## src/logic/csc_pkg.sv

```systemverilog
/*
  Shared constants, types and coding functions of the cell scrambler and
  4b/5b line codec: generator step, symbol table and symbol decoding.
  Assumes both ends run on one clock with a bit-rate clock enable.
*/
package csc_pkg;

  ////////////////////////////////////////////////////////////////////////
  // rates and timing
  localparam int LINE_RATE_KBPS = 25600;
  localparam int CELL_RATE_KBPS = 25125;
  localparam int CLK_FREQ_KHZ = 10000;
  localparam int RESET_MIN_US = 100;
  localparam int RESET_MAX_US = 500000;
  localparam int RESET_INTERVAL_US = 1000;
  localparam int RESET_CYCLES = RESET_INTERVAL_US * CLK_FREQ_KHZ / 1000;

  ////////////////////////////////////////////////////////////////////////
  // cell, generator and symbol constants
  localparam logic [5:0] CELL_OCTETS = 6'h35;
  localparam logic [9:0] PRNG_INIT = 10'h3ff;
  localparam int PRNG_STEPS = 4;
  localparam logic [63:0] PRNG_REF = 64'hf083_cfe8_c7cc_7d43;
  localparam logic [2:0] SYM_LAST_BIT = 3'h4;
  localparam logic [4:0] ESC_SYMBOL = 5'h02;
  localparam logic [3:0] ARG_START_KEEP = 4'h4;
  localparam logic [3:0] ARG_SYNC = 4'h8;
  localparam logic [3:0] FILL_NIBBLE = 4'h0;

  typedef logic [7:0] csc_octet_t;
  typedef logic [4:0] csc_code_t;
  typedef struct packed {
    logic valid;
    logic esc;
    logic [3:0] nib;
  } csc_sym_t;

  ////////////////////////////////////////////////////////////////////////
  // generator: four steps of x^10 + x^7 + 1, bit 0 is x1
  function automatic logic [9:0] csc_prng_next(input logic [9:0] s);
    logic [9:0] r;
    r = s;
    for (int i = 0; i < PRNG_STEPS; i++)
    begin
      r = {r[8:0], r[9] ^ r[6]};
    end
    return r;
  endfunction : csc_prng_next

  // taps x1..x4, x1 meets the high data bit
  function automatic logic [3:0] csc_prng_nib(input logic [9:0] s);
    return {s[0], s[1], s[2], s[3]};
  endfunction : csc_prng_nib

  ////////////////////////////////////////////////////////////////////////
  // symbol table, run length at most five
  function automatic csc_code_t csc_encode(input logic [3:0] n);
    csc_code_t c;
    case (n)
      4'h0: c = 5'h15;
      4'h1: c = 5'h09;
      4'h2: c = 5'h0a;
      4'h3: c = 5'h0b;
      4'h4: c = 5'h07;
      4'h5: c = 5'h0d;
      4'h6: c = 5'h0e;
      4'h7: c = 5'h0f;
      4'h8: c = 5'h12;
      4'h9: c = 5'h19;
      4'ha: c = 5'h1a;
      4'hb: c = 5'h1b;
      4'hc: c = 5'h17;
      4'hd: c = 5'h1d;
      4'he: c = 5'h1e;
      default: c = 5'h1f;
    endcase
    return c;
  endfunction : csc_encode

  function automatic csc_sym_t csc_decode(input csc_code_t c);
    csc_sym_t d;
    d.valid = (c == ESC_SYMBOL);
    d.esc = (c == ESC_SYMBOL);
    d.nib = 4'h0;
    for (int i = 0; i < 16; i++)
    begin
      if (csc_encode(4'(i)) == c)
      begin
        d.valid = 1'b1;
        d.nib = 4'(i);
      end
    end
    return d;
  endfunction : csc_decode

endpackage : csc_pkg

```

## src/logic/csc_link_if.sv

```systemverilog
/*
  Serial line between the transmitting and the receiving end.
  Assumes both ends share one clock and one bit-rate clock enable.
*/
interface csc_link_if;
  logic line;
  modport tx_end (output line);
  modport rx_end (input line);
endinterface : csc_link_if

```

## src/logic/csc_tx.sv

```systemverilog
/*
  Transmitting end: cell sequencing with start, sync and idle symbol
  pairs, scrambling, 4b/5b encoding, serialising and NRZI coding.
  Assumes i_ce marks one line bit time and the cell source holds data.
*/
module csc_tx #(
  parameter int unsigned P_RESET_CYCLES = csc_pkg::RESET_CYCLES
) (
  input wire logic i_clk,
  input wire logic i_rst,
  input wire logic i_ce,
  input wire logic i_cell_valid,
  input csc_pkg::csc_octet_t i_cell_data,
  output logic o_cell_ready,
  input wire logic i_sync_event,
  output logic o_underrun,
  csc_link_if.tx_end link
);
  import csc_pkg::*;

  typedef enum logic [5:0] {
    ST_FILL_HI = 6'h01,
    ST_FILL_LO = 6'h02,
    ST_CMD_ESC = 6'h04,
    ST_CMD_ARG = 6'h08,
    ST_DATA_HI = 6'h10,
    ST_DATA_LO = 6'h20
  } csc_tx_state_t;

  csc_tx_state_t state;
  csc_tx_state_t next_state;
  csc_code_t cmd_sym;
  csc_code_t next_cmd_sym;
  csc_code_t next_sym;
  csc_octet_t octet;
  csc_octet_t in_octet;
  logic [5:0] octets_left;
  logic [2:0] bit_cnt;
  logic [4:0] sym_sh;
  logic [9:0] prng;
  logic [31:0] timer;
  logic last_esc;
  logic next_esc;
  logic sync_pend;
  logic reset_due;
  logic line;
  logic boundary;
  logic pair_end;
  logic start_cell;

  ////////////////////////////////////////////////////////////////////////
  // pair decisions
  assign boundary = i_ce && (bit_cnt == SYM_LAST_BIT);
  assign pair_end = state inside {ST_FILL_LO, ST_CMD_ARG, ST_DATA_LO};
  assign o_cell_ready = boundary && pair_end && !sync_pend && (octets_left != 6'h00);
  assign start_cell = pair_end && !sync_pend && (octets_left == 6'h00) && i_cell_valid;
  assign in_octet = i_cell_valid ? i_cell_data : 8'h00;
  assign next_esc = (next_sym == ESC_SYMBOL);
  assign link.line = line;

  always_comb
  begin
    next_state = state;
    next_cmd_sym = cmd_sym;
    case (state)
      ST_FILL_HI: next_state = ST_FILL_LO;
      ST_CMD_ESC: next_state = ST_CMD_ARG;
      ST_DATA_HI: next_state = ST_DATA_LO;
      ST_FILL_LO, ST_CMD_ARG, ST_DATA_LO:
      begin
        if (sync_pend)
        begin
          next_state = ST_CMD_ESC;
          next_cmd_sym = csc_encode(ARG_SYNC);
        end
        else if (octets_left != 6'h00)
          next_state = ST_DATA_HI;
        else if (i_cell_valid)
        begin
          next_state = ST_CMD_ESC;
          next_cmd_sym = reset_due ? ESC_SYMBOL : csc_encode(ARG_START_KEEP);
        end
        else
          next_state = ST_FILL_HI;
      end
      default: next_state = ST_FILL_LO;
    endcase
  end

  ////////////////////////////////////////////////////////////////////////
  // scramble then encode the next symbol
  always_comb
  begin
    case (next_state)
      ST_CMD_ESC: next_sym = ESC_SYMBOL;
      ST_CMD_ARG: next_sym = cmd_sym;
      ST_DATA_HI: next_sym = csc_encode(in_octet[7:4] ^ csc_prng_nib(prng));
      ST_DATA_LO: next_sym = csc_encode(octet[3:0] ^ csc_prng_nib(prng));
      default: next_sym = csc_encode(FILL_NIBBLE ^ csc_prng_nib(prng));
    endcase
  end

  always_ff @(posedge i_clk or posedge i_rst)
  begin
    if (i_rst)
    begin
      state <= ST_FILL_LO;
      cmd_sym <= ESC_SYMBOL;
    end
    else if (boundary)
    begin
      state <= next_state;
      cmd_sym <= next_cmd_sym;
    end
  end

  ////////////////////////////////////////////////////////////////////////
  // cell octets
  always_ff @(posedge i_clk or posedge i_rst)
  begin
    if (i_rst)
    begin
      octet <= 8'h00;
      octets_left <= 6'h00;
    end
    else if (boundary)
    begin
      if (o_cell_ready)
      begin
        octet <= in_octet;
        octets_left <= 6'(octets_left - 6'h01);
      end
      else if (start_cell)
        octets_left <= CELL_OCTETS;
    end
  end

  always_ff @(posedge i_clk or posedge i_rst)
  begin
    if (i_rst)
      o_underrun <= 1'b0;
    else if (i_ce)
      o_underrun <= o_cell_ready && !i_cell_valid;
  end

  ////////////////////////////////////////////////////////////////////////
  // generator: reset on two escapes, otherwise advance
  always_ff @(posedge i_clk or posedge i_rst)
  begin
    if (i_rst)
    begin
      prng <= PRNG_INIT;
      last_esc <= 1'b0;
    end
    else if (boundary)
    begin
      prng <= (next_esc && last_esc) ? PRNG_INIT : csc_prng_next(prng);
      last_esc <= next_esc;
    end
  end

  ////////////////////////////////////////////////////////////////////////
  // sync request and generator reset timer
  always_ff @(posedge i_clk or posedge i_rst)
  begin
    if (i_rst)
      sync_pend <= 1'b0;
    else if (i_ce)
      sync_pend <= i_sync_event || (sync_pend && !(boundary && pair_end));
  end

  always_ff @(posedge i_clk or posedge i_rst)
  begin
    if (i_rst)
    begin
      timer <= 32'h0000_0000;
      reset_due <= 1'b1;
    end
    else if (i_ce)
    begin
      if (boundary && start_cell && reset_due)
      begin
        timer <= 32'h0000_0000;
        reset_due <= 1'b0;
      end
      else if (timer >= P_RESET_CYCLES - 1)
        reset_due <= 1'b1;
      else
        timer <= timer + 32'h0000_0001;
    end
  end

  ////////////////////////////////////////////////////////////////////////
  // serialise msb first, then nrzi
  always_ff @(posedge i_clk or posedge i_rst)
  begin
    if (i_rst)
    begin
      bit_cnt <= SYM_LAST_BIT;
      sym_sh <= 5'h00;
      line <= 1'b0;
    end
    else if (i_ce)
    begin
      line <= line ^ sym_sh[4];
      if (bit_cnt == SYM_LAST_BIT)
      begin
        bit_cnt <= 3'h0;
        sym_sh <= next_sym;
      end
      else
      begin
        bit_cnt <= bit_cnt + 3'h1;
        sym_sh <= {sym_sh[3:0], 1'b0};
      end
    end
  end

endmodule : csc_tx

```

## src/flat_wrapper.sv

```systemverilog
// flat-port wrapper written by rule: the top's interface ports become plain ports
module csc_tx_flat import csc_pkg::*;
#(
  parameter int unsigned P_RESET_CYCLES = csc_pkg::RESET_CYCLES
)
  (i_clk, i_rst, i_ce, i_cell_valid, i_cell_data, o_cell_ready, i_sync_event, o_underrun, link_line);
  csc_link_if link_i ();
  input wire logic i_clk;
  input wire logic i_rst;
  input wire logic i_ce;
  input wire logic i_cell_valid;
  input csc_pkg::csc_octet_t i_cell_data;
  output logic o_cell_ready;
  input wire logic i_sync_event;
  output logic o_underrun;
  output wire logic [$bits(link_i.line)-1:0] link_line;
  assign link_line = link_i.line;
  csc_tx #(.P_RESET_CYCLES(P_RESET_CYCLES)) u_core (.i_clk(i_clk), .i_rst(i_rst), .i_ce(i_ce), .i_cell_valid(i_cell_valid), .i_cell_data(i_cell_data), .o_cell_ready(o_cell_ready), .i_sync_event(i_sync_event), .o_underrun(o_underrun), .link(link_i));
endmodule
```

## config.mk

```make
export PLATFORM = sky130hd
export DESIGN_NAME = csc_tx_flat
export DESIGN_NICKNAME = d
export VERILOG_FILES = /design/src/logic/csc_pkg.sv /design/src/logic/csc_link_if.sv /design/src/logic/csc_tx.sv /design/src/flat_wrapper.sv
export SDC_FILE = /design/constraint.sdc
export NUM_CORES = 1
export LEC_CHECK = 0
export BUFFER_PORTS_ARGS = -buffer_cell sky130_fd_sc_hd__clkbuf_2
export CORE_UTILIZATION = 40
export DETAILED_ROUTE_END_ITERATION = 10
export SLEW_MARGIN = 0
export SYNTH_ARGS = -nofsm -noshare
export SYNTH_HDL_FRONTEND = slang
export SYNTH_SLANG_ARGS = --single-unit
```

## constraint.sdc

```tcl
create_clock -name i_clk -period 3.6 [get_ports i_clk]
set_input_delay 0.18 -clock i_clk [delete_from_list [all_inputs] [get_ports i_clk]]
set_output_delay 0.18 -clock i_clk [all_outputs]
set_load 0.01 [all_outputs]
```

== Word-level counts from Yosys, hierarchy flattened ==
Memories as Yosys holds them, arrays and structs flattened.
Cells that the tools add are included.

* Memories kept: 3
* Logic and storage cells: 87
* Output and inout port bits: 3
* Register bits after elaboration: 76
* ROM bits: 240

* Add/subtract/negate cells: 3
* Magnitude comparators: 1
* Bitwise operators: 7
* Muxes and demuxes: 19
* Eq/ne operators: 13
* Reduce and logical (&&, ||, !) cells: 28

{| class="wikitable"
|+ Memory list
! name !! words !! bits a word !! read ports !! clocked after memory_dff !! write ports !! RTL line !! source
|-
| (no name shown) || 16 || 5 || 1 || 0 || 0 || csc_pkg.sv:59 || <nowiki>case (n)</nowiki>
|-
| (no name shown) || 16 || 5 || 1 || 0 || 0 || csc_pkg.sv:59 ||
|-
| (no name shown) || 16 || 5 || 1 || 0 || 0 || csc_pkg.sv:59 ||
|}

{| class="wikitable"
|+ Operators by type and width
! operator !! count
|-
| $mux 32 || 2
|-
| $add 32x1->32 const B || 1
|-
| $ge 32x14->1 const B || 1
|-
| $mux 6 || 4
|-
| $mux 5 || 4
|-
| $pmux 5 s4 || 1
|-
| $pmux 6 s3 || 1
|-
| $eq 6x3->1 const B || 2
|-
| $eq 6x4->1 const B || 2
|-
| $eq 6x5->1 const B || 2
|-
| $eq 6x6->1 const B || 2
|-
| $logic_and 1x1->1 || 12
|-
| $mux 10 || 1
|-
| $mux 3 || 3
|-
| $mux 8 || 1
|-
| $reduce_and 2->1 || 4
|-
| $xor 4x4->4 || 2
|-
| $eq 6x2->1 const B || 1
|-
| $logic_not 6->1 || 1
|-
| $reduce_bool 2->1 || 3
|-
| $reduce_bool 6->1 || 1
|-
| $sub 6x1->6 const B || 1
|-
| $eq 5x2->1 const B || 1
|-
| $xor 1x1->1 || 5
|-
| 9 further kinds || 13
|}

== Depth between registers and ports, before layout ==
* Depth in word-level cells: 9
* Mapped depth: 10

== Worst setup path before layout ==
Ideal clock, no wire load.

* Path type: register to register
* From: register u_core.octets_left[0]
* To: register u_core.prng[0]
* Data arrival time: 2.223 ns
* Path buffers: 0
* Required time: 3.522 ns
* Stages on the path, launching flop included: 9
* Setup slack: 1.299 ns
* Cells stage by stage: dfrtp_1 inv_1 ha_1 or3b_1 nor3_4 nor3_2 a311oi_1 nand4_2 a31oi_1

* Word-level cells in the longest chain between the ends: 9
* Elaborated cells between the ends (all ways): 12
* Those cells by class: eq/ne (5); mux (5); reduce/logical (2)

{| class="wikitable"
|+ Ends and longest elaborated chain
! what !! RTL line !! source
|-
| start: declaration || csc_tx.sv:37 || <nowiki>logic [5:0] octets_left;</nowiki>
|-
| start signal: assignment || csc_tx.sv:131 || <nowiki>octets_left <= 6'(octets_left - 6'h01);</nowiki>
|-
| $reduce_bool 6->1 (*) || csc_tx.sv:76 || <nowiki>else if (octets_left != 6'h00)</nowiki>
|-
| $mux 6 (*) || csc_tx.sv:76 ||
|-
| $mux 6 (*) || csc_tx.sv:71 || <nowiki>if (sync_pend)</nowiki>
|-
| $pmux 6 s3 (*) || csc_tx.sv:65 || <nowiki>case (state)</nowiki>
|-
| $eq 6x6->1, or another cell as far along || csc_tx.sv:94 || <nowiki>case (next_state)</nowiki>
|-
| $pmux 5 s4 (*) || csc_tx.sv:94 ||
|-
| $eq 5x2->1 (*) || csc_tx.sv:58 || <nowiki>assign next_esc = (next_sym == ESC_SYMBOL);</nowiki>
|-
| $logic_and 1x1->1 (*) || csc_tx.sv:157 || <nowiki>prng <= (next_esc && last_esc) ? PRNG_INIT : csc_prng_next(prng);</nowiki>
|-
| $mux 10 (*) || csc_tx.sv:157 ||
|-
| end signal: assignment || csc_tx.sv:157 ||
|-
| end: declaration || csc_tx.sv:40 || <nowiki>logic [9:0] prng;</nowiki>
|}

Every way passes the cells marked *; elsewhere a longest branch is shown, timed or not.
A chain may end at the register's enable or synchronous reset.

== Worst setup path after layout ==
* From: register u_core.octets_left[0]
* To: output port o_cell_ready

* Word-level cells in the longest chain between the ends: 2

{| class="wikitable"
|+ Ends and longest elaborated chain
! what !! RTL line !! source
|-
| $reduce_bool 6->1 || csc_tx.sv:55 || <nowiki>assign o_cell_ready = boundary && pair_end && !sync_pend && (octets_left != 6'h00);</nowiki>
|-
| $logic_and 1x1->1 || csc_tx.sv:55 ||
|-
| end: declaration || flat_wrapper.sv:13 || <nowiki>output logic o_cell_ready;</nowiki>
|}

Every way passes these cells.

==> summary.md <==
| Metric | Value |
|---|---|
| Outcome | finished clean |
| Actual slew at the worst max-slew pin | 0.597 ns |
| Data required time of the worst path | 3.42 ns |
| Layout Utilization | 0.458 |
| Crit path kind | flop to output port |
| GRT Residual Overflow | 0 |
| Initial Util | 0.415 |
| CORE AREA | 9280 sq um |
| Worst IR Drop VDD | 0.000245 V |
| Post_cts resized | 0 |
| Number of enable flip-flop cells after synthesis | 0 |
| R2R cell count | 10 |
| Minimum clock period | 2.95 ns |
| CP startpoint kind | flop |
| Primary FF master, synth | dfrtp_1 |
| Clock power share | 0.239 |
| Final WL | 7.91 mm |
| First-pass GRT wire length | 13.5 mm |
| Vias in the first global route | 2746 |
| Pint | 1.88 mW |
| DRC violations left | 0 |
| Clk_lat worst skew | 0.34 ns |
| Hold Violations, Final | 0 |
| RSZ-0062 raised after global routing | false |
| Net Count, Synth | 430 |
| PD cells | 692 nW/um^2 |
| Nets | 437 |
| CTS root buf | clkbuf_8 |
| Part of the power in combinational logic | 0.321 |
| Maxcap violations | 0 |
| Sw Pwr | 1.07 mW |
| Final Skew | 0.00877 ns |
| Post-synth top cells | dfrtp_1, nand2_1, nor2_1 |
| Initial DRC Count | 152 |
| Leakage | 1.82 nW |
| CP endpoint kind | output port |
| Inst Count DP | 537 |
| Area leader, netlist | dfrtp_1 |
| WL/cell | 14.3 um |
| H-tree depth | 3 |
| Initial antenna violation count | 0 |
| Post-DRT Antenna Nets | 0 |
| Total GRT Usage | 0.171 |
| Cell row count | 35 |
| Vias per cell | 5.23 |
| Pin count of the biggest net entering global routing | 47 |
| Worst Path Arrival | 2.77 ns |
| Post-synthesis cell type count | 62 |
| HP Class | primary input to flop |
| Clk pin slew, worst setup/hold paths | 0.08 ns |
| Sum of negative setup slack | 0 ns |
| Placer congestion estimate | 0.887 |
| DIE AREA | 10000 sq um |
| Post-Layout Cell Count | 554 |
| Die W | 100 um |
| Leading post-synthesis cells by cell area | dfrtp_1, dfstp_2, nand2_1 |
| Ys Warns | 0 |
| PortBufs | 15 |
| Sw Ratio | 0.362 |
| Share of cells above drive strength 1 | 0.153 |
| Fin crit share | 0.819 |
| Sequential area share after synthesis | 0.478 |
| Syn-to-layout area delta | 10.2% |
| # setup viols final | 0 |
| CP Depth | 8 |
| Slowest cell on the critical path | or3b_1 |
| Top delay family on crit path | simple AND/OR/NAND/NOR gates |
| Hold slack | 0.0529 ns |
| Critical path, cell by cell | inv_1 -> ha_1 -> or3b_1 -> nor3_4 -> nor3_2 -> nand2_1 -> clkinv_1 -> clkbuf_2 |
| Clock sink count | 73 |
| Detailed Place HPWL | 5.47 mm |
| Mapped Avg Cell Area | 9.34 sq um |
| Synth top area share | 0.389 |
| Die Ht | 100 um |
| CTS Buf Count | 9 |
| DR vias | 2895 |
| CP max FO | 11 |
| Asr flop ratio synth | 1.00 |
| Top Ports | 16 |
| CP Buf/Inv Count | 3 |
| FF+latch count, synth | 73 |
| CP max stage delay | 0.44 ns |
| Hold path cells | 3 |
| Post-Syn Instances | 413 |
| Most numerous cell in the Yosys netlist | dfrtp_1 |
| DRT Pass-1 Iters | 4 |
| # diodes | 0 |
| Max-Slew Margin vs Limit | 0.591 |
| Sequential share of power | 0.441 |
| Mapped Area | 3860 sq um |
| Setup Buffers After CTS | 0 |
| Achievable Freq | 339 MHz |
| Max Root-Sink Buffers | 2 |
| Fin. max-slew vios | 0 |
| CTS tree | done |
logic make-up after synthesis:
group                      count (synthesis)  share of synthesized area
AOI/OAI and AO/OA                         94                      0.156
buffers and inverters                     39                     0.0399
DFF                                       73                      0.478
adders and majority gates                  4                     0.0130
xor gates and xnor gates                  23                     0.0522
and+or+nand+nor                          175                      0.247
muxes                                      5                     0.0139
cell usage in the layout, fill, tap and decap left out, types with 3 or more instances in the layout:
cell / count
and2_1: 21
ha_1: 4
or3b_1: 3
xnor2_1: 16
and3_1: 4
clkbuf_2: 15
mux2_2: 3
clkbuf_8: 9
o21ai_0: 29
dfstp_2: 13
nand3_1: 14
or3_1: 9
nand2_1: 43
buf_4: 3
a221oi_1: 3
nor4_1: 4
inv_1: 14
a31oi_1: 6
nor2_1: 38
a21oi_1: 26
or4_1: 3
xor2_1: 7
nand4_1: 4
or2_2: 5
nor3_1: 9
o22ai_1: 4
dfrtp_1: 60
sequential cells by signal, indices dropped and copies added, names as in the netlist:
| register | count |
|---|---|
| u_core.timer | 32 |
| u_core.sym_sh | 5 |
| u_core.sync_pend | 1 |
| u_core.cmd_sym | 2 |
| u_core.octets_left | 6 |
| u_core.reset_due | 1 |
| u_core.o_underrun | 1 |
| u_core.link.line | 1 |
| u_core.prng | 10 |
| u_core.state | 6 |
| u_core.last_esc | 1 |
| u_core.octet | 4 |
| u_core.bit_cnt | 3 |
area by class of cell:
cell class / instances / area [sq um]
clock inverters: 6 / 92.6
repair buffers: 19 / 108
inverters: 16 / 60.1
well taps: 129 / 161
multi-input cells: 301 / 1860
fillers: 935 / 5030
flip-flops and latches: 73 / 1840
clock buffers: 10 / 128
power by group through the flow:
stage	combinational [mW]	sequential, mW	clock, mW
final	0.943	1.30	0.702
after global routing	1.07	1.34	0.758
after CTS	0.947	1.30	0.720
after detailed placement	0.940	1.31	0
after global placement	0.925	1.30	0
after floorplan	0.840	1.18	0
repair_timing:
action                     4_1_cts  5_1_grt
hold buffers                     1        0
setup endpoints to repair        0        0
hold endpoints to repair        25        0
per-layer routing:
metal  wire length, um  global-route usage  vias up
li1                  -                   -     1461
met2              3680               0.259       27
met5                 0                   0        -
met4                84              0.0569        0
met3               188              0.0341        8
met1              3950               0.246     1399
worst reg2reg max path: stages, from the launching register on:
cell	delay [ns]
dfrtp_1	0.42
inv_1	0.07
ha_1	0.20
or3b_1	0.44
nor3_4	0.26
nor3_2	0.14
nand2_1	0.36
clkinv_1	0.34
a21oi_1	0.22
nor2_1	0.05
a31oi_1	0.13
worst paths after layout:
check / endpoint / slack [ns] / startpoint
max reg2reg: u_core.octets_left[2] / 0.90 / u_core.octets_left[0]
min reg2reg: u_core.link.line / 0.48 / u_core.link.line
min: u_core.sync_pend / 0.05 / i_sync_event
max: o_cell_ready / 0.65 / u_core.octets_left[0]
max in group asynchronous: u_core.prng[7] / 2.14 / i_rst
min in group asynchronous: u_core.timer[19] / 0.43 / i_rst
stage by stage:
stage | power, mW | instance area (sq um) | setup slack [ns]
after global placement | 2.23 | 4020 | 0.975
after detailed placement | 2.25 | 4020 | 0.883
after CTS | 2.96 | 4250 | 0.609
after global routing | 3.16 | 4250 | 0.455
final | 2.94 | 4250 | 0.651
after floorplan | 2.02 | 3860 | 1.30
Note: power is estimated with default switching activity, not from simulation.
